### src/verilog/port_mux_map.svh
// constant map for the port pin function multiplexer
`ifndef PORT_MUX_MAP_SVH
`define PORT_MUX_MAP_SVH

// ----------------------------------------------------------------
// reset values and the edge count limit
// ----------------------------------------------------------------
`define PMX_BIT_LO 1'h0
`define PMX_BIT_HI 1'h1
`define PMX_EDGE_CNT_RST 2'h0
`define PMX_EDGE_CNT_MAX 2'h2
`define PMX_SYNC_RST 3'h7

// ----------------------------------------------------------------
// positions inside the port vectors
// ----------------------------------------------------------------
`define P1_TX_BIT 3
`define P1_RX_BIT 4
`define P1_MO_BIT 5
`define P1_MI_BIT 6
`define P1_CK_BIT 7
`define P2_STE_BIT 0
`define P2_XIN_BIT 6
`define P2_XOUT_BIT 7

`endif

### src/verilog/port_mux_pkg.sv
// types shared by the port pin function multiplexer
package port_mux_pkg;

  // fuse check mode sequencing
  typedef enum logic [1:0] {
    FC_ARMED,
    FC_ACTIVE,
    FC_DONE
  } fuse_state_e;

  // per pin function selection
  typedef enum logic [1:0] {
    FN_GPIO,
    FN_PRIMARY,
    FN_SECONDARY,
    FN_NONE
  } pin_fn_e;

endpackage : port_mux_pkg

### src/verilog/port_pin_function_mux.sv
// pin function multiplexer with test takeover and fuse check sequencer
`timescale 1ns/1ps
`include "port_mux_map.svh"

module port_pin_function_mux
  import port_mux_pkg::*;
(
  input wire logic core_clk,
  input wire logic rst,
  input wire logic clkEn,
  // port control bits
  input wire logic [7:0] port1_direction,
  input wire logic [7:0] port1_function_select,
  input wire logic [7:0] port1_function_select_alt,
  input wire logic [7:0] port2_direction,
  input wire logic [7:0] port2_function_select,
  input wire logic [7:0] port2_function_select_alt,
  // gpio output data from the port registers
  input wire logic [7:0] port1_out,
  input wire logic [7:0] port2_out,
  // peripheral sources
  input wire logic serial_transmit_line,
  input wire logic converter1_bitstream_out,
  input wire logic converter2_bitstream_out,
  input wire logic spi_master_out_line,
  input wire logic spi_master_in_out,
  input wire logic spi_master_in_oe,
  input wire logic serial_clock_out,
  input wire logic serial_clock_oe,
  input wire logic spi_master_out_oe,
  input wire logic supervisor_output,
  input wire logic timer_channel0_out,
  input wire logic timer_channel1_out,
  input wire logic timer_channel2_out,
  input wire logic test_data_out,
  input wire logic test_data_out_oe,
  input wire logic hf_crystal_output,
  // test control
  input wire logic jtagSelect,
  input wire logic testEnable,
  input wire logic fuseBlown,
  // pin side (input, output, output enable)
  input wire logic [7:0] port1_pin_in,
  input wire logic [7:0] port2_pin_in,
  output logic [7:0] port1_pin_out,
  output logic [7:0] port1_pin_oe,
  output logic [7:0] port2_pin_out,
  output logic [7:0] port2_pin_oe,
  // inputs routed back to the core
  output logic [7:0] port1_in,
  output logic [7:0] port2_in,
  output logic serial_receive_line,
  output logic spi_master_in_line,
  output logic spi_master_out_in,
  output logic serial_clock_in,
  output logic spi_slave_transmit_enable,
  output logic hf_crystal_input,
  output logic test_mode_select,
  output logic test_clock_in,
  output logic test_data_in,
  output logic test_clock_input,
  // test and fuse status
  output logic jtagTakeover,
  output logic testAccessAllowed,
  output logic jtagBypass,
  output logic memReadBlock,
  output logic fuseCheckActive,
  output logic fuse_sense_current
);

  // ----------------------------------------------------------------
  // helpers
  // ----------------------------------------------------------------
  // shared four-way selection decode; used by every muxed pin but the crystal pins
  function automatic pin_fn_e decode_fn(input logic dir, input logic sel,
                                        input logic alt);
    if (!sel) begin
      return FN_GPIO;
    end else if (!alt) begin
      return FN_PRIMARY; // direction ignored here
    end else if (dir) begin
      return FN_SECONDARY;
    end else begin
      return FN_NONE; // undocumented combination: pin parked
    end
  endfunction : decode_fn

  // ----------------------------------------------------------------
  // pin input synchronisers
  // ----------------------------------------------------------------
  logic [2:0] tmsSync; // mode select pin, three stages
  logic [2:0] tenSync; // test enable pin
  logic [2:0] blowSync; // fuse blown level
  logic tmsLevel; // filtered mode select level
  logic tenLevel; // filtered test enable level
  logic blowLevel; // filtered fuse blown level
  logic tmsPrev; // last filtered mode select level

  // stage one feeds only stage two; agreement of two and three counts
  always_ff @(posedge core_clk or posedge rst) begin
    if (rst) begin
      tmsSync <= `PMX_SYNC_RST;
      tenSync <= 3'h0;
      blowSync <= 3'h0;
    end else if (clkEn) begin
      tmsSync <= {tmsSync[1:0], jtagSelect};
      tenSync <= {tenSync[1:0], testEnable};
      blowSync <= {blowSync[1:0], fuseBlown};
    end
  end

  // filtered levels move only when the last two stages agree
  always_ff @(posedge core_clk or posedge rst) begin
    if (rst) begin
      tmsLevel <= `PMX_BIT_HI;
      tmsPrev <= `PMX_BIT_HI;
      tenLevel <= `PMX_BIT_LO;
      blowLevel <= `PMX_BIT_LO;
    end else if (clkEn) begin
      if (tmsSync[1] == tmsSync[2]) begin
        tmsLevel <= tmsSync[2];
      end
      if (tenSync[1] == tenSync[2]) begin
        tenLevel <= tenSync[2];
      end
      if (blowSync[1] == blowSync[2]) begin
        blowLevel <= blowSync[2];
      end
      tmsPrev <= tmsLevel;
    end
  end

  // ----------------------------------------------------------------
  // fuse check sequencer
  // ----------------------------------------------------------------
  fuse_state_e fuseState; // sequencer state
  logic [1:0] riseCount; // select rises seen since power-on
  logic startDone; // first filtered sample after reset taken
  logic tmsFall; // filtered falling edge
  logic tmsRise; // filtered rising edge

  assign tmsFall = tmsPrev & ~tmsLevel;
  assign tmsRise = ~tmsPrev & tmsLevel;

  // test enable falling edge ends a session
  logic tenPrev; // last filtered test enable level
  logic tenFall; // filtered falling edge of test enable
  assign tenFall = tenPrev & ~tenLevel;

  always_ff @(posedge core_clk or posedge rst) begin
    if (rst) begin
      tenPrev <= `PMX_BIT_LO;
    end else if (clkEn) begin
      tenPrev <= tenLevel;
    end
  end

  // rst is the power-on reset: only it re-arms the sequencer
  always_ff @(posedge core_clk or posedge rst) begin
    if (rst) begin
      fuseState <= FC_ARMED;
      riseCount <= `PMX_EDGE_CNT_RST;
      startDone <= `PMX_BIT_LO;
    end else if (clkEn) begin
      startDone <= `PMX_BIT_HI;
      if (tmsRise && riseCount != `PMX_EDGE_CNT_MAX) begin
        riseCount <= riseCount + 2'h1;
      end
      case (fuseState)
        FC_ARMED: begin
          // held low at power-up shows as a filtered fall once settled
          if (tmsFall || (!startDone && !tmsSync[2] && !tmsSync[1])) begin
            fuseState <= FC_ACTIVE;
          end
        end
        FC_ACTIVE: begin
          if (tmsRise && riseCount == 2'h1) begin
            fuseState <= FC_DONE;
          end else if (tenFall) begin
            fuseState <= FC_DONE; // session over
          end
        end
        FC_DONE: begin
          fuseState <= FC_DONE; // sticky until power-on reset
        end
        default: begin
          fuseState <= FC_DONE;
        end
      endcase
    end
  end

  // ----------------------------------------------------------------
  // test access and protection
  // ----------------------------------------------------------------
  // takeover needs test enable; a blown fuse refuses it outright
  always_ff @(posedge core_clk or posedge rst) begin
    if (rst) begin
      jtagTakeover <= `PMX_BIT_LO;
      testAccessAllowed <= `PMX_BIT_LO;
      jtagBypass <= `PMX_BIT_LO;
      memReadBlock <= `PMX_BIT_LO;
      fuseCheckActive <= `PMX_BIT_LO;
      fuse_sense_current <= `PMX_BIT_LO;
    end else if (clkEn) begin
      jtagTakeover <= tenLevel & ~blowLevel;
      testAccessAllowed <= ~blowLevel;
      jtagBypass <= blowLevel;
      memReadBlock <= blowLevel;
      fuseCheckActive <= (fuseState == FC_ACTIVE) & ~tenFall;
      // sense current only in active mode with select low
      fuse_sense_current <= (fuseState == FC_ACTIVE) & ~tenFall
                            & ~tmsLevel;
    end
  end

  // ----------------------------------------------------------------
  // combinational function decode
  // ----------------------------------------------------------------
  pin_fn_e fn1 [8]; // port 1 per-pin function
  pin_fn_e fn2 [8]; // port 2 per-pin function

  genvar g;
  generate
    for (g = 0; g < 8; g++) begin : g_dec
      assign fn1[g] = decode_fn(port1_direction[g], port1_function_select[g],
                                port1_function_select_alt[g]);
      assign fn2[g] = decode_fn(port2_direction[g], port2_function_select[g],
                                port2_function_select_alt[g]);
    end
  endgenerate

  logic [7:0] next_p1Out; // next port 1 pin data
  logic [7:0] next_p1Oe; // next port 1 pin enable
  logic [7:0] next_p2Out; // next port 2 pin data
  logic [7:0] next_p2Oe; // next port 2 pin enable
  logic tk; // takeover as seen by the decode

  assign tk = jtagTakeover;

  // output side: gpio default, then per-pin overrides
  always_comb begin
    next_p1Out = port1_out;
    next_p1Oe = port1_direction;
    next_p2Out = port2_out;
    next_p2Oe = port2_direction;
    // pin 1.3
    if (fn1[`P1_TX_BIT] == FN_PRIMARY) begin
      next_p1Out[`P1_TX_BIT] = serial_transmit_line;
      next_p1Oe[`P1_TX_BIT] = 1'b1;
    end else if (fn1[`P1_TX_BIT] == FN_SECONDARY) begin
      next_p1Out[`P1_TX_BIT] = converter1_bitstream_out;
    end else if (fn1[`P1_TX_BIT] == FN_NONE) begin
      next_p1Oe[`P1_TX_BIT] = 1'b0;
    end
    // pin 1.4: receive is an input
    if (fn1[`P1_RX_BIT] == FN_PRIMARY) begin
      next_p1Oe[`P1_RX_BIT] = 1'b0;
    end else if (fn1[`P1_RX_BIT] == FN_SECONDARY) begin
      next_p1Out[`P1_RX_BIT] = converter2_bitstream_out;
    end else if (fn1[`P1_RX_BIT] == FN_NONE) begin
      next_p1Oe[`P1_RX_BIT] = 1'b0;
    end
    // pins 1.5 to 1.7, spi lines bidirectional per spi role
    if (fn1[`P1_MO_BIT] == FN_PRIMARY) begin
      next_p1Out[`P1_MO_BIT] = spi_master_out_line;
      next_p1Oe[`P1_MO_BIT] = spi_master_out_oe;
    end else if (fn1[`P1_MO_BIT] == FN_SECONDARY) begin
      next_p1Out[`P1_MO_BIT] = supervisor_output;
    end else if (fn1[`P1_MO_BIT] == FN_NONE) begin
      next_p1Oe[`P1_MO_BIT] = 1'b0;
    end
    if (fn1[`P1_MI_BIT] == FN_PRIMARY) begin
      next_p1Out[`P1_MI_BIT] = spi_master_in_out;
      next_p1Oe[`P1_MI_BIT] = spi_master_in_oe;
    end else if (fn1[`P1_MI_BIT] == FN_SECONDARY) begin
      next_p1Out[`P1_MI_BIT] = timer_channel2_out;
    end else if (fn1[`P1_MI_BIT] == FN_NONE) begin
      next_p1Oe[`P1_MI_BIT] = 1'b0;
    end
    if (fn1[`P1_CK_BIT] == FN_PRIMARY) begin
      next_p1Out[`P1_CK_BIT] = serial_clock_out;
      next_p1Oe[`P1_CK_BIT] = serial_clock_oe;
    end else if (fn1[`P1_CK_BIT] == FN_SECONDARY) begin
      next_p1Out[`P1_CK_BIT] = timer_channel1_out;
    end else if (fn1[`P1_CK_BIT] == FN_NONE) begin
      next_p1Oe[`P1_CK_BIT] = 1'b0;
    end
    // pin 2.0
    if (fn2[`P2_STE_BIT] == FN_PRIMARY) begin
      next_p2Oe[`P2_STE_BIT] = 1'b0;
    end else if (fn2[`P2_STE_BIT] == FN_SECONDARY) begin
      next_p2Out[`P2_STE_BIT] = timer_channel0_out;
    end else if (fn2[`P2_STE_BIT] == FN_NONE) begin
      next_p2Oe[`P2_STE_BIT] = 1'b0;
    end
    // crystal pins: select with direction 0 gives the oscillator
    if (port2_function_select[`P2_XIN_BIT]) begin
      next_p2Oe[`P2_XIN_BIT] = 1'b0;
    end
    if (port2_function_select[`P2_XOUT_BIT]) begin
      next_p2Out[`P2_XOUT_BIT] = hf_crystal_output;
      next_p2Oe[`P2_XOUT_BIT] = ~port2_direction[`P2_XOUT_BIT];
    end
    // takeover wins over every select and direction bit of pins 1.5 to 1.7 and 2.0
    if (tk) begin
      next_p1Oe[`P1_MO_BIT] = 1'b0;
      next_p1Oe[`P1_MI_BIT] = 1'b0;
      next_p1Out[`P1_CK_BIT] = test_data_out;
      next_p1Oe[`P1_CK_BIT] = test_data_out_oe;
      next_p2Oe[`P2_STE_BIT] = 1'b0;
    end
  end

  // ----------------------------------------------------------------
  // registered pin and core side outputs
  // ----------------------------------------------------------------
  // one register stage keeps every top output flop driven; the decode
  // itself has no memory. crystal pins reset undriven, like every other pin.
  always_ff @(posedge core_clk or posedge rst) begin
    if (rst) begin
      port1_pin_out <= 8'h00;
      port1_pin_oe <= 8'h00;
      port2_pin_out <= 8'h00;
      port2_pin_oe <= 8'h00;
    end else if (clkEn) begin
      port1_pin_out <= next_p1Out;
      port1_pin_oe <= next_p1Oe;
      port2_pin_out <= next_p2Out;
      port2_pin_oe <= next_p2Oe;
    end
  end

  // inputs back to peripherals; unselected ones idle low, but receive, slave transmit enable and mode select idle high
  always_ff @(posedge core_clk or posedge rst) begin
    if (rst) begin
      port1_in <= 8'h00;
      port2_in <= 8'h00;
      serial_receive_line <= `PMX_BIT_HI;
      spi_master_in_line <= `PMX_BIT_LO;
      spi_master_out_in <= `PMX_BIT_LO;
      serial_clock_in <= `PMX_BIT_LO;
      spi_slave_transmit_enable <= `PMX_BIT_HI;
      hf_crystal_input <= `PMX_BIT_LO;
      test_mode_select <= `PMX_BIT_HI;
      test_clock_in <= `PMX_BIT_LO;
      test_data_in <= `PMX_BIT_LO;
      test_clock_input <= `PMX_BIT_LO;
    end else if (clkEn) begin
      port1_in <= port1_pin_in;
      port2_in <= port2_pin_in;
      serial_receive_line <= (fn1[`P1_RX_BIT] == FN_PRIMARY)
                             ? port1_pin_in[`P1_RX_BIT] : 1'b1;
      spi_master_in_line <= (!tk && fn1[`P1_MI_BIT] == FN_PRIMARY)
                            & port1_pin_in[`P1_MI_BIT];
      spi_master_out_in <= (!tk && fn1[`P1_MO_BIT] == FN_PRIMARY)
                           & port1_pin_in[`P1_MO_BIT];
      serial_clock_in <= (!tk && fn1[`P1_CK_BIT] == FN_PRIMARY)
                         & port1_pin_in[`P1_CK_BIT];
      spi_slave_transmit_enable <= (!tk && fn2[`P2_STE_BIT] == FN_PRIMARY)
                                   ? port2_pin_in[`P2_STE_BIT] : 1'b1;
      hf_crystal_input <= port2_function_select[`P2_XIN_BIT]
                          & ~port2_direction[`P2_XIN_BIT]
                          & port2_pin_in[`P2_XIN_BIT];
      test_mode_select <= tk ? port1_pin_in[`P1_MO_BIT] : 1'b1;
      test_clock_in <= tk & port1_pin_in[`P1_MI_BIT];
      test_data_in <= tk & port2_pin_in[`P2_STE_BIT];
      test_clock_input <= tk & port2_pin_in[`P2_STE_BIT];
    end
  end

endmodule : port_pin_function_mux
### config.mk
export PLATFORM = sky130hd
export DESIGN_NAME = port_pin_function_mux
export DESIGN_NICKNAME = d
export VERILOG_FILES = /design/src/verilog/port_mux_pkg.sv /design/src/verilog/port_pin_function_mux.sv
export VERILOG_INCLUDE_DIRS = /design/src /design/src/verilog
export SDC_FILE = /design/constraint.sdc
export NUM_CORES = 1
export LEC_CHECK = 0
export ABC_CLOCK_PERIOD_IN_PS = 2900
export BUFFER_PORTS_ARGS = -buffer_cell sky130_fd_sc_hd__clkbuf_2
export CAP_MARGIN = 20
export CORE_MARGIN = 2
export CORE_UTILIZATION = 30
export CTS_BUF_LIST = sky130_fd_sc_hd__clkbuf_8
export DETAILED_ROUTE_END_ITERATION = 8
export MAX_ROUTING_LAYER = met4
export PLACE_DENSITY = 0.6
export RECOVER_POWER = 50
export SLEW_MARGIN = 40
export SYNTH_ARGS = -nofsm -noshare
export SYNTH_HDL_FRONTEND = slang
export SYNTH_SLANG_ARGS = --single-unit
### constraint.sdc
create_clock -name core_clk -period 2.9 [get_ports core_clk]
set_input_delay 0.145 -clock core_clk [delete_from_list [all_inputs] [get_ports core_clk]]
set_output_delay 0.145 -clock core_clk [all_outputs]
set_load 0.03 [all_outputs]
Yosys cells after proc, flatten, opt, wreduce, memory -nomap -nowiden
Index checks and enable logic that the tools add are counted. W data, S select, Z words.

Register bits after elaboration: 81. Input port bits: 102. Word-level logic and storage cells: 158.

Add/sub/neg operators: 1. Equality and inequality tests: 26. Mux-type cells: 61. Bitwise gates (word level): 20. Reductions and logical operators: 19.

Operators with widths (count): $mux W1 (44); $mux W2 (15); $eq A2 B2 Y1 const B (12); $eq A2 B1 Y1 const B (8); $and A1 B1 Y1 (13); $logic_and A1 B1 Y1 (8); $reduce_and A2 Y1 (4); $not A1 Y1 (7); $logic_not A1 Y1 (4); $ne A2 B2 Y1 const B (2); $pmux W2 S2 (1); $eq A1 B1 Y1 (3); $mux W3 (1); $ne A3 B3 Y1 const B (1); $reduce_and A3 Y1 (1); $add A2 B1 Y2 const B (1); $logic_not A2 Y1 (1); $logic_or A1 B1 Y1 (1).

Depth between registers and ports, before layout
Gate-level depths: netlist of the first run.

Word-level depth: 8. Gate-level depth with buffers: 5.

Worst setup path after synthesis of the first run
Ideal clock, no wire load.

Path kind: register -> register. From: reg jtagTakeover. To: reg port1_pin_out[7]. Library setup time: 0.126 ns. Arrival time: 1.165 ns. Required time: 2.774 ns. Path slack: 1.609 ns. Stages on the path, launching flop included: 5. Path buffers: 0. Clock period less this slack: 1.291 ns. Cell sequence: dfrtp_1 -> inv_2 -> nand2_2 -> a211oi_1 -> a311o_1.

Longest elaborated chain between the ends: 1.

Ends and longest elaborated chain: start, declared (RTL line port_pin_function_mux.sv:63) `output logic jtagTakeover,`; start signal, assigned (RTL line port_pin_function_mux.sv:199) `` jtagTakeover <= `PMX_BIT_LO; ``; start signal, assigned (RTL line port_pin_function_mux.sv:206) `jtagTakeover <= tenLevel & ~blowLevel;`; $mux W1 (RTL line port_pin_function_mux.sv:306) `if (tk) begin`; end signal, assigned (RTL line port_pin_function_mux.sv:327) `port1_pin_out <= next_p1Out;`; end, declared (RTL line port_pin_function_mux.sv:45) `output logic [7:0] port1_pin_out,`.

No other way between the ends. A chain may end at the register's enable or synchronous reset.

Worst setup path in the final report of the first run
From: in clkEn. To: reg port2_in[7].

RTL lines: start, declared (RTL line port_pin_function_mux.sv:10) `input wire logic clkEn,`; end signal, assigned (RTL line port_pin_function_mux.sv:351) `port2_in <= port2_pin_in;`; end, declared (RTL line port_pin_function_mux.sv:51) `output logic [7:0] port2_in,`.

No word-level cell between the ends.

==> reports/qor.txt, run 1 <==
Worst path required time - 3130 ps
Num ports - 166
FF-to-FF path depth - 3
Worst r2r dst - fuseState[0]$_DFFE_PP0P_
Clock Skews - 7.80 ps
Routed len/inst - 13.8 um
Vias - 2584
Total Power - 3.14 mW
Worst vdd ir - 0.000257 V
Type of the tightest min-delay check - primary input to register
Worst Min Path Start - port1_direction[0]
RSZ-0062 raised after global routing - no
I/O Buffers - 147
Post-route DRC - 0
Fmax - 0.521 GHz
Fill cells - 1079
Site row count - 38
Syn avg cell area - 12.5 um2
Internal power - 2.17 mW
CTS Sinks - 81
Drt total wl - 7850 um
Tmin final - 1920 ps
Worst R2R Start - tmsLevel$_DFFE_PP1P_
WHS Endpoint - port1_pin_oe[0]$_DFFE_PP0P_
Logic gate share of total power - 23.2%
Leak Pwr - 2.21 nW
Vias per inst - 4.53
Switching Share - 30.9%
Hold Fails Final Rpt - 0
Synth Instances - 274
Starting Density - 31.1%
Number of antenna diodes - 0
Core box area - 11000 um2
Post-synth EDFFs - 0
Status - finished, violations left
Net switching power - 0.970 mW
Register area share after synthesis - 59.7%
Startpoint types - primary input
Async S/R FF share, synth - 100%
CTS Root Cell - clkbuf_8
Total track usage - 13.3%
Horizontal die dimension - 111 um
Failing checks - max-capacitance violations, max-slew violations
Initial antenna violation count - 0
Mapped Area - 3410 um2
Reg power frac - 45.1%
Antenna viol nets, final - 0
MaxCap Viol Count - 1
Area delta synth->final - 32.4%
Clock share of power - 31.6%
Total CTS buffers - 9
Die Area - 12200 um2
CP Max Fanout - 71
Max Slew Vio Count - 72
Power Density - 695 nW/um2
Pre-antenna DRT Iters - 4
Synth Net Count - 378
CTS HTree Levels - 3
Overflow after GRT - 0
Ys flop type - dfrtp_1
Final TNS setup - 0 ps
Largest net degree at the start of global routing - 72
Fin crit share - 66.2%
Post-DP HPWL - 5750 um
Final setup vio count - 0
Post-synth cell types - 37
Vias in the first global route - 2587
Die Span Y - 111 um
Clk_lat worst skew - 350 ps
Post-CTS sizing - 0
Final nets - 529
Share of cells above drive strength 1 - 50.7%
First-pass GRT wire length - 12700 um
Rel. slew slack - -2.83%
R2r setup slk - 1470 ps
1st-iter DRT viols - 91
Depth of the worst hold-timing path - 2
CTS tree - yes
Slew of the pin with the lowest slew margin - 1540 ps
Reg clk slew, reported paths - 80 ps
Final Wtd Congestion - 0.812
Synthesis Warnings - 0
Crit path kind - primary input to register
Crit. End Element - register
Max Buffers Root-to-Sink - 2
Seq cells post-synth - 81
Critical Path AT - 2150 ps
through the flow:
stage	cells	hold WS (ps)	cell area [um2]	utilization (%)	worst slack [ps]
3_5_place_dp	551	253	4260	38.8	1120
2_1_floorplan	274	245	3410	-	688
6_report	570	19.7	4520	41.1	981
3_3_place_gp	551	350	4260	38.8	1160
4_1_cts	569	0.278	4530	41.2	1470
5_1_grt	570	2.54	4520	41.1	821
worst max-delay path: stages:
cell      delay, ps
clkbuf_2       1060
buf_4           540
mux2_2          380
metal layers:
metal | wire, um | track usage, %
met1 | 3380 | 15.9
met2 | 3880 | 21.0
met3 | 454 | 3.44
met4 | 140 | 6.42
met5 | 0 | -
power by group through the flow:
stage          Clock [mW]  Combinational [mW]  Sequential [mW]
2_1_floorplan           0               0.305             1.63
3_3_place_gp            0               0.725             1.44
3_5_place_dp            0               0.741             1.44
4_1_cts              1.03               0.745             1.42
5_1_grt              1.09               0.796             1.44
6_report            0.994               0.730             1.42
cells by family after synthesis:
family / Yosys count / share of synthesized area, %
simple gates: 45 / 6.56
flops: 81 / 59.7
buf+inv: 38 / 5.43
compound gates: 54 / 10.1
xor+xnor: 2 / 0.513
mux: 52 / 17.0
fa+ha+maj: 2 / 0.733
flip-flops by register name (all words and copies together), names as in the netlist, 2 cells and up:
name,count
port1_pin_oe,8
port1_pin_out,8
riseCount,2
tenSync,3
blowSync,3
port2_in,8
port2_pin_out,8
fuseState,2
port2_pin_oe,8
port1_in,8
tmsSync,3
how the worst max path moves through the flow:
stage | endpoint | from
4_1_cts | port1_pin_out[7]$_DFFE_PP0P_ | jtagTakeover$_DFFE_PP0P_
3_3_place_gp | port2_pin_out[3]$_DFFE_PP0P_ | clkEn
6_report | port2_in[7]$_DFFE_PP0P_ | clkEn
5_1_grt | fuseState[0]$_DFFE_PP0P_ | clkEn
2_1_floorplan | blowLevel$_DFFE_PP0P_ | rst
3_5_place_dp | port2_pin_out[3]$_DFFE_PP0P_ | clkEn
placed cells by master, fill, tap and decap left out, types with 3 or more instances in the layout:
master | Yosys | final
dfrtp_1 | 73 | 73
dfstp_2 | 8 | 8
nor2_1 | 13 | 13
dlygate4sd3_1 | 0 | 3
bufinv_16 | 0 | 3
o22ai_1 | 11 | 11
nand3_1 | 5 | 5
clkbuf_8 | 0 | 10
nand2_1 | 8 | 8
clkbuf_2 | 0 | 142
mux2i_1 | 7 | 7
a21oi_1 | 17 | 17
nand2b_1 | 9 | 9
nor2b_1 | 3 | 3
o21ai_0 | 13 | 13
clkbuf_1 | 0 | 7
inv_1 | 24 | 24
mux2_2 | 44 | 44
synthesized netlist by cell type, types with 2 or more instances:
master | instances | area share, %
nand2b_1 | 9 | 1.6
dfrtp_1 | 73 | 54
nor2b_1 | 3 | 0.55
a21oi_1 | 17 | 2.5
xnor2_1 | 2 | 0.51
nor3_1 | 2 | 0.29
nand2_1 | 8 | 0.88
inv_1 | 24 | 2.6
dfstp_2 | 8 | 6.2
mux2_2 | 44 | 15
nor2_1 | 13 | 1.4
o21ai_0 | 13 | 1.9
nand3_1 | 5 | 0.73
buf_4 | 8 | 1.8
ha_1 | 2 | 0.73
o22ai_1 | 11 | 2.0
o32a_1 | 2 | 0.59
o32ai_1 | 2 | 0.51
mux2i_1 | 7 | 2.1
buf_2 | 4 | 0.59
final cells by class:
cell class | instances | area [um2] | area share (%)
multi-input combinational | 155 | 1190 | 26.4
tap | 140 | 175 | 3.88
clock inverter | 6 | 106 | 2.35
sequential | 81 | 2040 | 45.1
inverter | 25 | 97.6 | 2.16
clock buffer | 10 | 138 | 3.05
timing repair buffer | 153 | 774 | 17.1
timing repair:
action                                  CTS  global route
setup buffers                             0             0
hold buffers                              2             1
hold endpoints to repair                 59             1
endpoints found under the setup margin    0             0
(Power assumes the default switching activity.)
==> run 2, diff against run 1 <==
ABC_CLOCK_PERIOD_IN_PS = 1800   (was 2900)
clock period = 1.8 ns   (was 2.9 ns; I/O delays follow)
==> reports/qor.txt, run 2 (synthesized netlist as in run 1, its figures left out) <==
CTS HTree Levels - 3 (unchanged)
CTS Root Cell - clkbuf_8
Clock Skews - 6.69 ps (-1.11 ps)
Most common cell after layout, fill and taps aside - clkbuf_2
Area delta synth->final - 41.7%
Post-DP HPWL - 5970 um (+3.9%)
Worst r2r dst - fuseState[0]$_DFFE_PP0P_
WHS Endpoint - port1_in[7]$_DFFE_PP0P_
Total Power - 4.94 mW (+57%)
Status - complete, no violations
Worst R2R Start - fuseState[1]$_DFFE_PP0P_
Crit path kind - register to register
Site row count - 38 (unchanged)
1st-iter DRT viols - 74 (-19%)
Crit. End Element - register
Total CTS buffers - 9 (unchanged)
Worst Min Path Start - port1_pin_in[7]
Most frequent cells in the layout - clkbuf_2, dfrtp_1, mux2_2
Clk_lat worst skew - 350 ps (about the same)
First-pass GRT wire length - 13700 um (+8.1%)
Pre-antenna DRT Iters - 4 (unchanged)
Cts hold-fix bufs - 36 (+34)
CTS tree - yes
Die Area - 12200 um2 (unchanged)
Fmax - 0.660 GHz
Die Span Y - 111 um (unchanged)
Antenna viol nets, final - 0 (unchanged)
Slowest CP cell - dfrtp_1
Fin cells - 607 (+6.5%)
Largest net degree at the start of global routing - 42 (-42%)
Number of antenna diodes - 0 (unchanged)
Slew of the pin with the lowest slew margin - 1150 ps (-390 ps)
Rel. slew slack - 22.7% (+26 points)
Worst vdd ir - 0.000353 V (+37%)
Vias - 2735 (+5.8%)
Drt total wl - 8470 um (+7.8%)
Num ports - 166 (unchanged)
Overflow after GRT - 0 (unchanged)
Final Wtd Congestion - 0.819 (+0.89%)
Max Slew Vio Count - 0 (-100%)
M1 WL - 3590 um (+6.4%)
Post-CTS setup buffer count - 0 (unchanged)
Type of the tightest min-delay check - primary input to register
Tmin final - 1510 ps
Starting Density - 31.1% (unchanged)
Vias in the first global route - 2823 (+9.1%)
Max Buffers Root-to-Sink - 2 (unchanged)
R2r setup slk - 290 ps (-1180 ps)
Hold Fails Final Rpt - 0 (unchanged)
Critical Path AT - 1750 ps (-400 ps)
CP Cell Sequence - nand2b_1 -> o21ai_0 -> o31ai_2 -> mux2_4
Leak Pwr - 2.32 nW (+4.5%)
FF-to-FF path depth - 4 (+1)
Initial antenna violation count - 0 (unchanged)
Post-place setup slack - 422 ps (-699 ps)
Horizontal die dimension - 111 um (unchanged)
CTS Sinks - 81 (unchanged)
Total track usage - 14.3% (+1.0 points)
Fin crit share - 84.1%
Worst path required time - 2030 ps (-1100 ps)
Final core occ - 44.0% (+2.9 points)
Slowest Stage Delay on Critical Path - 400 ps (-660 ps)
Final setup vio count - 0 (unchanged)
Power Density - 1020 nW/um2 (+47%)
Share of cells above drive strength 1 - 43.7% (-7.0 points)
Vias per inst - 4.51 (-0.61%)
Reg clk slew, reported paths - 90 ps (about the same)
Routed len/inst - 13.9 um (+1.2%)
Final nets - 566 (+7.0%)
MaxCap Viol Count - 0 (-1)
Setup WS post-layout - 285 ps (-696 ps)
Wire length on met3 - 415 um (-8.6%)
Post-CTS sizing - 0 (unchanged)
I/O Buffers - 147 (unchanged)
Startpoint types - register
RSZ-0062 raised after global routing - no
Final TNS setup - 0 ps (unchanged)
Post-route DRC - 0 (unchanged)
Core box area - 11000 um2 (unchanged)
Placed cells - 554 (+0.54%)
Depth of the worst hold-timing path - 3 (+1)
CP Max Fanout - 3 (-96%)
Met2 wire length - 4340 um (+12%)
Highest metal used - met4
==> run 2: cell types whose count changed in the layout (fill, tap and decap cells not counted), moves of 2 or more <==
| cell | change |
|---|---|
| dlygate4sd3_1 | +34 |
| clkbuf_1 | +13 |
| bufinv_16 | -2 |
| clkbuf_8 | +2 |
| buf_4 | +3 |
| clkbuf_2 | -14 |
==> run 2: final cells by class <==
cell class | count | area, um2
Fill cell | 1029 | 6150
Sequential cell | 81 | 2040
Multi-Input combinational cell | 155 | 1180
Timing Repair Buffer | 190 | 1140
Tap cell | 140 | 175
Clock buffer | 12 | 165
Inverter | 25 | 95.1
Clock inverter | 4 | 50.0
==> run 2: worst max path at each step <==
stage | startpoint | to | slack [ps] | cells after the start
6_report | fuseState[1]$_DFFE_PP0P_ | fuseState[0]$_DFFE_PP0P_ | 290 | 4
5_1_grt | fuseState[1]$_DFFE_PP0P_ | fuseState[0]$_DFFE_PP0P_ | 220 | 4
4_1_cts | tmsLevel$_DFFE_PP1P_ | fuseState[0]$_DFFE_PP0P_ | 430 | 3
3_5_place_dp | clkEn | port2_pin_oe[3]$_DFFE_PP0P_ | 420 | 3
3_3_place_gp | tmsLevel$_DFFE_PP1P_ | fuseState[0]$_DFFE_PP0P_ | 440 | 3
2_1_floorplan | jtagTakeover$_DFFE_PP0P_ | port1_pin_out[7]$_DFFE_PP0P_ | 510 | 4
==> run 2: worst max-delay path: cells and delay by family (launching register included) <==
kind               cells  cell delay [ps]
muxes                  1              320
AOI/OAI and AO/OA      2              540
DFF                    1              400
and+or+nand+nor        1              140
==> run 2: per-stage QoR <==
step	hold WS, ps	cell area [um2]
floorplan	190	3420
global placement	163	4300
CTS	1.59	4870
finish	10.5	4840
global route	7.13	4840
detailed placement	167	4300
==> run 2: report_power, final <==
part           total (mW)  internal (mW)  leakage, nW  switching (mW)
Sequential           2.27           2.10        0.956           0.168
Clock                1.43          0.753        0.105           0.673
Combinational        1.24          0.487         1.26           0.756
==> run 2: per-layer routing <==
metal  vias to the layer above  track usage (%)
met1                      1316             16.4
met5                         -                -
met4                         0             4.92
li1                       1317                -
met3                        11             3.77
met2                        91             24.3
==> run 3, diff against run 2 <==
ABC_CLOCK_PERIOD_IN_PS = 1300   (was 1800)
PLACE_DENSITY = 0.62   (was 0.6)
clock period = 1.3 ns   (was 1.8 ns; I/O delays follow)
==> reports/qor.txt, run 3 (synthesized netlist as in run 1, its figures left out) <==
Clock Skews - 6.50 ps (-0.189 ps)
Die Span Y - 111 um (unchanged)
Fmax - 0.761 GHz (+15%)
CTS Root Cell - clkbuf_8
Horizontal die dimension - 111 um (unchanged)
Overflow after GRT - 0 (unchanged)
Crit-path leading delay family - flip-flops
Most frequent cells in the layout - clkbuf_2, dfrtp_1, dlygate4sd3_1
Initial antenna violation count - 0 (unchanged)
Number of antenna diodes - 0 (unchanged)
R2r setup slk - -10 ps (-300 ps)
Status - finished, violations left
Clk_lat worst skew - 350 ps (about the same)
Logic gate share of total power - 28.7% (+3.5 points)
Max Buffers Root-to-Sink - 2 (unchanged)
Largest net degree at the start of global routing - 42 (unchanged)
Post-route DRC - 0 (unchanged)
Fin crit share - 101% (+17 points)
Final TNS setup - -14.7 ps (-14.7 ps)
WP buf/inv - 0 (unchanged)
Worst vdd ir - 0.000514 V (+46%)
CTS Sinks - 81 (unchanged)
Total track usage - 14.1% (-0.21 points)
Reg power frac - 47.6% (+1.7 points)
Vias in the first global route - 2776 (-1.7%)
MaxCap Viol Count - 0 (unchanged)
CTS HTree Levels - 3 (unchanged)
Critical Path AT - 1560 ps (-190 ps)
Startpoint types - register
Power Density - 1320 nW/um2 (+29%)
Pre-antenna DRT Iters - 4 (unchanged)
Number of cells on the critical path - 3 (-1)
Slowest Stage Delay on Critical Path - 540 ps (+140 ps)
Slowest CP cell - dfstp_2
Clock share of power - 23.7% (-5.2 points)
CP Capture Point - fuseState[0]$_DFFE_PP0P_
Die Area - 12200 um2 (unchanged)
Net switching power - 2.22 mW (+39%)
CP Launch Point - tmsLevel$_DFFE_PP1P_
Depth of the worst hold-timing path - 3 (unchanged)
Starting Density - 31.1% (unchanged)
RSZ-0062 raised after global routing - yes
Setup WS post-layout - -14.7 ps (-300 ps)
1st-iter DRT viols - 103 (+39%)
Leak Pwr - 2.42 nW (+4.7%)
Antenna viol nets, final - 0 (unchanged)
Worst r2r dst - fuseState[0]$_DFFE_PP0P_
Final setup vio count - 1 (+1)
I/O Buffers - 147 (unchanged)
Crit. End Element - register
Final nets - 583 (+3.0%)
Site row count - 38 (unchanged)
Worst path required time - 1550 ps (-480 ps)
Drt total wl - 8260 um (-2.4%)
Post-DP HPWL - 6050 um (+1.3%)
Core box area - 11000 um2 (unchanged)
Design area - 4990 um2 (+3.1%)
CTS tree - yes
Switching Share - 33.8% (+1.4 points)
Slew of the pin with the lowest slew margin - 544 ps (-608 ps)
Hold Fails Final Rpt - 0 (unchanged)
FF-to-FF path depth - 3 (-1)
Worst R2R Start - tmsLevel$_DFFE_PP1P_
Share of cells above drive strength 1 - 47.7% (+4.0 points)
Internal power - 4.36 mW (+30%)
Crit path kind - register to register
Rel. slew slack - 63.7% (+41 points)
Placed Area - 4390 um2 (+2.2%)
Failing checks - negative setup slack
Hold_ws - 6.44 ps (-4.02 ps)
Num ports - 166 (unchanged)
Routed len/inst - 13.2 um (-5.1%)
Area delta synth->final - 46.1%
Total CTS buffers - 9 (unchanged)
Final Wtd Congestion - 0.863 (+5.4%)
Vias - 2759 (+0.88%)
Post-CTS setup buffer count - 0 (unchanged)
CP Max Fanout - 2 (-1)
Reg clk slew, reported paths - 80 ps (about the same)
Max Slew Vio Count - 0 (unchanged)
Type of the tightest min-delay check - primary input to register
Vias per inst - 4.42 (-1.9%)
Tmin final - 1310 ps (-200 ps)
Total Power - 6.58 mW (+33%)
First-pass GRT wire length - 13500 um (-1.3%)
Fill cells - 1011 (-1.7%)
Most common cell after layout, fill and taps aside - clkbuf_2
CP Cell Sequence - nand2_2 -> o31ai_4 -> mux2_4
-- run 3: worst min-delay path by stage --
stage	start	to	slack [ps]
final	port1_pin_in[6]	port1_in[6]$_DFFE_PP0P_	6
after global routing	port2_direction[0]	port2_pin_oe[0]$_DFFE_PP0P_	7
after CTS	port1_pin_in[6]	port1_in[6]$_DFFE_PP0P_	2
after detailed placement	rst	port1_in[3]$_DFFE_PP0P_	140
after global placement	rst	port2_pin_out[6]$_DFFE_PP0P_	130
after floorplan	port2_function_select[6]	port2_pin_oe[6]$_DFFE_PP0P_	160
-- run 3: per-layer routing --
layer / share of wire (%) / wire, um / GRT usage [%]
met5: 0 / 0 / -
met4: 1.7 / 142 / 5.33
met3: 5.3 / 440 / 4.16
met2: 51 / 4210 / 23.4
met1: 42 / 3470 / 16.2
-- run 3: cell type report --
cell class,instances,area [um2],area share (%)
clock buffer,9,124,2.48
sequential,81,2040,40.9
timing repair buffer,207,1300,26.1
tap,140,175,3.51
inverter,25,97.6,1.96
clock inverter,7,38.8,0.778
multi-input combinational,155,1210,24.3
-- run 3: repair_timing --
action                                 4_1_cts  5_1_grt
setup endpoints to repair                    2        2
endpoints found under the hold margin      124        0
hold buffers                                45        0
pin swaps                                    0        2
gates resized for setup                      2        2
-- run 3: power by group through the flow --
stage	combinational, mW	sequential (mW)	clock, mW
6_report	1.89	3.13	1.56
5_1_grt	2.06	3.19	1.75
4_1_cts	1.92	3.13	1.62
3_5_place_dp	1.79	3.18	0
3_3_place_gp	1.76	3.16	0
2_1_floorplan	0.682	3.63	0
-- run 3: tightest hold or removal path, cell delays in order --
cell and delay [ps]:
clkbuf_2 80, nand2_1 90, o21ai_0 90
-- run 3: stage by stage --
step | util (%) | setup slack [ps] | std cells
after floorplan | - | 8.51 | 274
after global placement | 40.0 | 2.88 | 563
after detailed placement | 40.0 | -24.7 | 563
after CTS | 45.7 | -2.54 | 624
after global routing | 45.4 | -43.5 | 624
final | 45.4 | -14.7 | 624
